`config.mk`:
```
export PLATFORM = sky130hd
export DESIGN_NAME = spin_detect_reverse_brake_cfg
export DESIGN_NICKNAME = d
export VERILOG_FILES = /design/src/rtl/spin_reverse_pkg.sv /design/src/rtl/spin_detect_reverse_brake_cfg.sv
export VERILOG_INCLUDE_DIRS = /design/src /design/src/rtl
export SDC_FILE = /design/constraint.sdc
export NUM_CORES = 1
export LEC_CHECK = 0
export BUFFER_PORTS_ARGS = -buffer_cell sky130_fd_sc_hd__buf_4
export CAP_MARGIN = 20
export CELL_PAD_IN_SITES_DETAIL_PLACEMENT = 1
export CELL_PAD_IN_SITES_GLOBAL_PLACEMENT = 2
export CORE_MARGIN = 8
export CORE_UTILIZATION = 32
export CTS_CLUSTER_DIAMETER = 100
export DETAILED_ROUTE_END_ITERATION = 7
export PLACE_DENSITY_LB_ADDON = 0.1
export SLEW_MARGIN = 10
export SYNTH_ARGS = -nofsm -noshare
export SYNTH_HDL_FRONTEND = slang
export SYNTH_SLANG_ARGS = --single-unit
```
`constraint.sdc`:
```
create_clock -name core_clk -period 10.25 [get_ports core_clk]
set_clock_uncertainty 0.1 [all_clocks]
set_input_delay 2.05 -clock core_clk [delete_from_list [all_inputs] [get_ports core_clk]]
set_output_delay 2.05 -clock core_clk [all_outputs]
set_load 0.05 [all_outputs]
```
`src/rtl/spin_reverse_defs.svh`:
```
`ifndef SPIN_REVERSE_DEFS_SVH
`define SPIN_REVERSE_DEFS_SVH

// --------------------------------------------------------------------------
// register offsets, reset values and writable mask
// --------------------------------------------------------------------------
`define SPIN_DETECT_OFS      8'h80
`define REVERSE_DRIVE_OFS    8'h82
`define SPIN_DETECT_RST      32'h00000000
`define REVERSE_DRIVE_RST    32'h00000000
`define WRITABLE_MASK        32'h7fffffff

// --------------------------------------------------------------------------
// field positions
// --------------------------------------------------------------------------
`define FLOAT_WAIT_LSB       9
`define STANDSTILL_LSB       6
`define SWITCHOVER_LSB       2
`define CURRENT_CAP_LSB      0
`define ACCEL_LIN_LSB        27
`define ACCEL_QUAD_LSB       23
`define BRAKE_LIMIT_LSB      20
`define BRAKE_KP_LSB         10
`define BRAKE_KI_LSB         0
`define BRAKE_LIMIT_RSVD     3'h7

`endif

```
`src/rtl/spin_reverse_pkg.sv`:
```
package spin_reverse_pkg;

   typedef struct packed {
      logic [7:0]  addr;
      logic [31:0] wdata;
      logic        wr;
      logic        rd;
   } reg_req_t;

   // decoded settings: times in ms, voltages in mV, speed in 0.1 %,
   // currents in 0.1 mA, rates in 0.01 Hz/s (or Hz/s2)
   typedef struct packed {
      logic [15:0] floatWaitMs;
      logic [10:0] standstillMv;
      logic [9:0]  switchoverPermil;
      logic [15:0] reversalCapTenthMa;
      logic [19:0] accelLinearCenti;
      logic [19:0] accelQuadCenti;
      logic [15:0] brakeLimitTenthMa;
      logic        brakeLimitReserved;
      logic [9:0]  brakeKpRaw;
      logic [9:0]  brakeKiRaw;
   } settings_t;

   typedef struct packed {
      logic [31:0] spinDetect;
      logic [31:0] reverseDrive;
      logic [31:0] rdata;
      settings_t   decoded;
   } state_t;

endpackage

```
`src/rtl/spin_detect_reverse_brake_cfg.sv`:
```
`include "spin_reverse_defs.svh"

// Functional notes
// [RULE1] float wait code 0h..Fh decodes to 10 ms .. 15 s, monotonic
// [RULE2] standstill back-emf threshold code 0h..7h gives 50..1500 mV
// [RULE3] reverse switchover speed code gives 2.5 % .. 100 % of max speed
// [RULE4] reversal current cap: 0.9375, 1.5625, 2.1875 or 3.125 A
// [RULE5] reverse drive register resets zero, bit 31 reads zero
// [RULE6] linear reversal acceleration code decodes 0.01 .. 10000 Hz/s
// [RULE7] quadratic reversal acceleration decodes from 0.0 Hz/s2 upward
// [RULE8] braking bus current limit 0.3125 .. 3.75 A, code 7h reserved
// [RULE9] braking proportional gain is field value over 2 to the 7th
// [RULE10] braking integral gain is field value over 2 to the 9th
// [RULE11] spin detect register resets zero, bit 31 read-only zero
// [RULE12] software avoids reserved codes; their effect is undefined
module spin_detect_reverse_brake_cfg
   import spin_reverse_pkg::*;
(
   // clock, reset, enable
   input  wire logic        core_clk,
   input  wire logic        reset,
   input  wire logic        clkEn,
   // register port
   input  wire reg_req_t    regReq,
   output logic [31:0]      regRdata,
   // decoded settings and raw register copies toward the motor control
   output settings_t        settings,
   output logic [31:0]      spinDetectRaw,
   output logic [31:0]      reverseDriveRaw
);

   // ------------------------------------------------------------------------
   // decode tables
   // ------------------------------------------------------------------------
   function automatic logic [15:0] waitMs(input logic [3:0] c);
      case (c)
         4'h0: begin
            waitMs = 16'd10;
         end
         4'h1: begin
            waitMs = 16'd50;
         end
         4'h2: begin
            waitMs = 16'd100;
         end
         4'h3: begin
            waitMs = 16'd200;
         end
         4'h4: begin
            waitMs = 16'd300;
         end
         4'h5: begin
            waitMs = 16'd400;
         end
         4'h6: begin
            waitMs = 16'd500;
         end
         4'h7: begin
            waitMs = 16'd750;
         end
         4'h8: begin
            waitMs = 16'd1000;
         end
         4'h9: begin
            waitMs = 16'd2000;
         end
         4'ha: begin
            waitMs = 16'd3000;
         end
         4'hb: begin
            waitMs = 16'd4000;
         end
         4'hc: begin
            waitMs = 16'd5000;
         end
         4'hd: begin
            waitMs = 16'd7500;
         end
         4'he: begin
            waitMs = 16'd10000;
         end
         default: begin
            waitMs = 16'd15000;
         end
      endcase
   endfunction

   function automatic logic [10:0] thrMv(input logic [2:0] c);
      case (c)
         3'h0: begin
            thrMv = 11'd50;
         end
         3'h1: begin
            thrMv = 11'd75;
         end
         3'h2: begin
            thrMv = 11'd100;
         end
         3'h3: begin
            thrMv = 11'd250;
         end
         3'h4: begin
            thrMv = 11'd500;
         end
         3'h5: begin
            thrMv = 11'd750;
         end
         3'h6: begin
            thrMv = 11'd1000;
         end
         default: begin
            thrMv = 11'd1500;
         end
      endcase
   endfunction

   function automatic logic [9:0] speedPermil(input logic [3:0] c);
      case (c)
         4'h0: begin
            speedPermil = 10'd25;
         end
         4'h1: begin
            speedPermil = 10'd50;
         end
         4'h2: begin
            speedPermil = 10'd75;
         end
         4'h3: begin
            speedPermil = 10'd100;
         end
         4'h4: begin
            speedPermil = 10'd125;
         end
         4'h5: begin
            speedPermil = 10'd150;
         end
         4'h6: begin
            speedPermil = 10'd200;
         end
         4'h7: begin
            speedPermil = 10'd250;
         end
         4'h8: begin
            speedPermil = 10'd300;
         end
         4'h9: begin
            speedPermil = 10'd400;
         end
         4'ha: begin
            speedPermil = 10'd500;
         end
         4'hb: begin
            speedPermil = 10'd600;
         end
         4'hc: begin
            speedPermil = 10'd700;
         end
         4'hd: begin
            speedPermil = 10'd800;
         end
         4'he: begin
            speedPermil = 10'd900;
         end
         default: begin
            speedPermil = 10'd1000;
         end
      endcase
   endfunction

   function automatic logic [15:0] capTenthMa(input logic [1:0] c);
      case (c)
         2'h0: begin
            capTenthMa = 16'd9375;
         end
         2'h1: begin
            capTenthMa = 16'd15625;
         end
         2'h2: begin
            capTenthMa = 16'd21875;
         end
         default: begin
            capTenthMa = 16'd31250;
         end
      endcase
   endfunction

   // shared by both acceleration fields; code 0h differs per field
   function automatic logic [19:0] accelCenti(input logic [3:0] c);
      case (c)
         4'h0: begin
            accelCenti = 20'd1;
         end
         4'h1: begin
            accelCenti = 20'd5;
         end
         4'h2: begin
            accelCenti = 20'd100;
         end
         4'h3: begin
            accelCenti = 20'd250;
         end
         4'h4: begin
            accelCenti = 20'd500;
         end
         4'h5: begin
            accelCenti = 20'd1000;
         end
         4'h6: begin
            accelCenti = 20'd2500;
         end
         4'h7: begin
            accelCenti = 20'd5000;
         end
         4'h8: begin
            accelCenti = 20'd7500;
         end
         4'h9: begin
            accelCenti = 20'd10000;
         end
         4'ha: begin
            accelCenti = 20'd25000;
         end
         4'hb: begin
            accelCenti = 20'd50000;
         end
         4'hc: begin
            accelCenti = 20'd75000;
         end
         4'hd: begin
            accelCenti = 20'd100000;
         end
         4'he: begin
            accelCenti = 20'd500000;
         end
         default: begin
            accelCenti = 20'd1000000;
         end
      endcase
   endfunction

   // reserved code 7h holds the 3.75 A ceiling rather than an open limit
   function automatic logic [15:0] brakeTenthMa(input logic [2:0] c);
      case (c)
         3'h0: begin
            brakeTenthMa = 16'd3125;
         end
         3'h1: begin
            brakeTenthMa = 16'd6250;
         end
         3'h2: begin
            brakeTenthMa = 16'd12500;
         end
         3'h3: begin
            brakeTenthMa = 16'd18750;
         end
         3'h4: begin
            brakeTenthMa = 16'd25000;
         end
         3'h5: begin
            brakeTenthMa = 16'd31250;
         end
         default: begin
            brakeTenthMa = 16'd37500;
         end
      endcase
   endfunction

   // ------------------------------------------------------------------------
   // state
   // ------------------------------------------------------------------------
   state_t stateFf;
   state_t nxtState;
   logic   [31:0] nxtSpin;
   logic   [31:0] nxtRev;

   always_comb begin
      nxtState = stateFf;
      nxtSpin  = stateFf.spinDetect;
      nxtRev   = stateFf.reverseDrive;
      if (regReq.wr) begin
         if (regReq.addr == `SPIN_DETECT_OFS) begin
            nxtSpin = regReq.wdata & `WRITABLE_MASK; // see [RULE11]
         end
         if (regReq.addr == `REVERSE_DRIVE_OFS) begin
            nxtRev = regReq.wdata & `WRITABLE_MASK; // see [RULE5]
         end
      end
      nxtState.spinDetect   = nxtSpin;
      nxtState.reverseDrive = nxtRev;
      // read data stand only in the cycle after the strobe
      nxtState.rdata = 32'h00000000;
      if (regReq.rd) begin
         case (regReq.addr)
            `SPIN_DETECT_OFS:   nxtState.rdata = stateFf.spinDetect;
            `REVERSE_DRIVE_OFS: nxtState.rdata = stateFf.reverseDrive;
            default:            nxtState.rdata = 32'h00000000;
         endcase
      end
      // decode from the next value so settings track the raw copy exactly
      nxtState.decoded.floatWaitMs =
         waitMs(nxtSpin[`FLOAT_WAIT_LSB +: 4]); // see [RULE1]
      nxtState.decoded.standstillMv =
         thrMv(nxtSpin[`STANDSTILL_LSB +: 3]); // see [RULE2]
      nxtState.decoded.switchoverPermil =
         speedPermil(nxtSpin[`SWITCHOVER_LSB +: 4]); // see [RULE3]
      nxtState.decoded.reversalCapTenthMa =
         capTenthMa(nxtSpin[`CURRENT_CAP_LSB +: 2]); // see [RULE4]
      nxtState.decoded.accelLinearCenti =
         accelCenti(nxtRev[`ACCEL_LIN_LSB +: 4]); // see [RULE6]
      nxtState.decoded.accelQuadCenti =
         (nxtRev[`ACCEL_QUAD_LSB +: 4] == 4'h0) ? 20'd0 :
         accelCenti(nxtRev[`ACCEL_QUAD_LSB +: 4]); // see [RULE7]
      nxtState.decoded.brakeLimitTenthMa =
         brakeTenthMa(nxtRev[`BRAKE_LIMIT_LSB +: 3]); // see [RULE8]
      nxtState.decoded.brakeLimitReserved =
         (nxtRev[`BRAKE_LIMIT_LSB +: 3] == `BRAKE_LIMIT_RSVD); // see [RULE8]
      nxtState.decoded.brakeKpRaw =
         nxtRev[`BRAKE_KP_LSB +: 10]; // see [RULE9]
      nxtState.decoded.brakeKiRaw =
         nxtRev[`BRAKE_KI_LSB +: 10]; // see [RULE10]
   end

   always_ff @(posedge core_clk) begin
      if (reset) begin
         stateFf.spinDetect   <= `SPIN_DETECT_RST;
         stateFf.reverseDrive <= `REVERSE_DRIVE_RST;
         stateFf.rdata        <= 32'h00000000;
         stateFf.decoded      <= '0;
         // zero codes decode to the lowest table entries
         stateFf.decoded.floatWaitMs        <= 16'd10;
         stateFf.decoded.standstillMv       <= 11'd50;
         stateFf.decoded.switchoverPermil   <= 10'd25;
         stateFf.decoded.reversalCapTenthMa <= 16'd9375;
         stateFf.decoded.accelLinearCenti   <= 20'd1;
         stateFf.decoded.brakeLimitTenthMa  <= 16'd3125;
      end else if (clkEn) begin
         stateFf <= nxtState;
      end
   end

   assign regRdata        = stateFf.rdata;
   assign settings        = stateFf.decoded;
   assign spinDetectRaw   = stateFf.spinDetect;
   assign reverseDriveRaw = stateFf.reverseDrive;

endmodule

```
==> results.json <==
{
  "comb_power_share_pct": 11.7,
  "io_buffers": 262,
  "critPathMaxStageDelay_ns": 0.75,
  "min_path_type": "reg2reg",
  "synth.ff_latch_count": 191,
  "root_buffer": "clkbuf_16",
  "clockBufferDepth": 2,
  "maxCapViolCount": 0,
  "p_sw_share_pct": 29.3,
  "fmaxAchievable_mhz": 195,
  "setup_viol": 0,
  "antenna_cells": 0,
  "switching_power_mw": 0.473,
  "antenna_found_initial": 0,
  "clock_power_share_pct": 40.8,
  "drive_gt1_share_pct": 26.8,
  "core-area_mm2": 0.0287,
  "slew_violations": 0,
  "vias": 8686,
  "viasPerCell": 5.19,
  "p_int_mw": 1.14,
  "timing.setup.tns_ns": 0,
  "cts_hold_buf": 0,
  "timing.reg2reg.setup_slack_ns": 7.86,
  "ant_nets": 0,
  "preCtsSetupSlack_ns": 4.65,
  "overflow": 0,
  "fp.dieH_um": 187,
  "cts_sinks": 191,
  "ir_drop_mv": 0.0877,
  "route.detailed.drc": 0,
  "cp_max_fo": 23,
  "fin_ws_ns": 5.11,
  "path_buf_inv": 3,
  "ys_seq_area_share_pct": 41.1,
  "cts_resized": 0,
  "worst_pin_slew_ns": 1.12,
  "synth_edf_count": 0,
  "power.density_mw_per_mm2": 136,
  "row_count": 62,
  "required_ns": 10.47,
  "crit_chain": "buf_4 > or4b_1 > nor3_4 > buf_4 > mux2i_1 > inv_1 > ha_1 > nand2b_1 > o21ai_0 > mux2i_1 > a21oi_1 > a22o_1",
  "crit_family": "simple AND/OR/NAND/NOR gates",
  "most-common-layout-cells": "buf_4 (277), dfxtp_1 (191), nand2_1 (174), a21oi_1 (95), nor2_1 (83)",
  "crit_type": "in2reg",
  "final_common_cell": "buf_4",
  "grt_pass1_vias": 9076,
  "synth_ff_type": "dfxtp_1",
  "die-area_mm2": 0.0348,
  "synth_cell_types": 77,
  "min_from": "settings[125]",
  "grt_pass1_wl_um": 55600,
  "grt_max_degree": 91,
  "insertion_delay_ns": 0.43,
  "post_cts_buffers": 0,
  "wl_per_cell_um": 21.1,
  "slowest_stage": "or4b_1",
  "syn_area_per_cell_um2": 8.51,
  "gp_congestion": 0.810,
  "cts_tree": "yes",
  "leakage_nw": 4.94,
  "yosysWarnings": 0,
  "relSlewSlack_pct": 23.1,
  "final_area_mm2": 0.0119,
  "die_w_um": 187,
  "utilization_pct": 41.4,
  "critPathArrivalTime_ns": 5.36,
  "io_pins": 271,
  "path_clk_slew_ns": 0.07,
  "syn_area_mm2": 0.00931,
  "async_flop_share_pct": 0,
  "place_hpwl_um": 25200,
  "first_iter_violations": 369,
  "layout_min_cycle_time_ns": 5.14,
  "post-route-period-util_pct": 50.1,
  "drtPass1Iterations": 4,
  "status": "complete, no violations",
  "place_area_mm2": 0.0113,
  "rsz0062_at_grt": "false",
  "min_to": "settings[125]",
  "r2r-end": "settings[40]",
  "track_usage_pct": 19.9,
  "seq_power_share_pct": 47.5,
  "ctsHtreeMaxLevel": 4,
  "synthCells": 1094,
  "drt-total-wl_um": 35300,
  "initial_core_util_pct": 32.4,
  "hold_viol": 0,
  "p_total_mw": 1.62,
  "timing.rr.start": "reverseDriveRaw[24]",
  "crit_path_start_kind": "primary input",
  "rr_worst_depth": 8,
  "cts_buffers": 17,
  "endpoint_kind": "register",
  "areaGrowthSynthToFinish_pct": 27.7,
  "fin_nets": 1358,
  "min_path_cells": 1
}
power by group through the flow:
stage               sequential, mW  clock [mW]  combinational (mW)
floorplan                    0.827           0              0.0790
global placement             0.786           0               0.189
detailed placement           0.786           0               0.190
CTS                          0.769       0.684               0.191
global route                 0.770       0.712               0.202
finish                       0.768       0.659               0.189
kinds of logic (layout without fill, tap and decap cells):
group | Yosys count | after routing | synth area share (%)
buffers and inverters | 144 | 335 | 7.51
xor gates and xnor gates | 4 | 4 | 0.376
and+or+nand+nor | 364 | 364 | 17.7
other | 1 | 7 | 0.0403
DFF | 191 | 191 | 41.1
adders and majority gates | 35 | 35 | 4.69
AOI/OAI and AO/OA | 295 | 295 | 21.8
muxes | 60 | 60 | 6.80
through the flow:
step | hold WS [ns] | std cells
floorplan | 0.564 | 1100
finish | 0.362 | 1675
global route | 0.391 | 1675
detailed placement | 0.346 | 1644
CTS | 0.366 | 1675
global placement | 0.343 | 1644
registers in the layout, summed over array words and instances (netlist names):
signal / flops
settings: 99
regRdata: 31
reverseDriveRaw: 31
spinDetectRaw: 30
cells in the mapped netlist, drive strengths merged, types with 17 or more instances:
cell type  count  area, um^2
o21ai         22         110
mux2i         43         434
inv           25        93.8
a22oi         34         255
nand2b        19         119
buf           54         362
nand2        175         659
nor3          17        96.4
dfxtp        191        3820
nand3         20         105
a211oi        26         195
mux2          17         199
a21oi         96         484
nor2          88         333
a22o          35         307
ha            34         425
clkbuf        64         240
metal layers:
metal	global-route usage [%]	share of wire (%)	up-vias
li1	-	-	4210
met4	4.70	1.3	0
met5	0	0	-
met3	4.51	4.5	20
met2	35.0	50	176
met1	24.2	44	4280
area by class of cell:
cell class | count | area (um^2)
clock buffer | 19 | 453
inverter | 26 | 98.8
multi-input combinational | 765 | 4820
clock inverter | 12 | 115
timing repair buffer | 278 | 2090
sequential | 191 | 3820
fill | 3412 | 16800
tap | 384 | 480
how the worst max path moves through the flow:
stage                     cells past startpoint       start  slack, ns           end
after CTS                                    12  regReq[39]       5.11  settings[40]
after detailed placement                     12  regReq[39]       4.65  settings[40]
final                                        12  regReq[39]       5.11  settings[40]
after floorplan                              12  regReq[39]       5.26  settings[43]
after global placement                       10  regReq[39]       4.67  settings[43]
after global routing                         12  regReq[39]       4.88  settings[40]
Note: power is estimated with default switching activity, not from simulation.
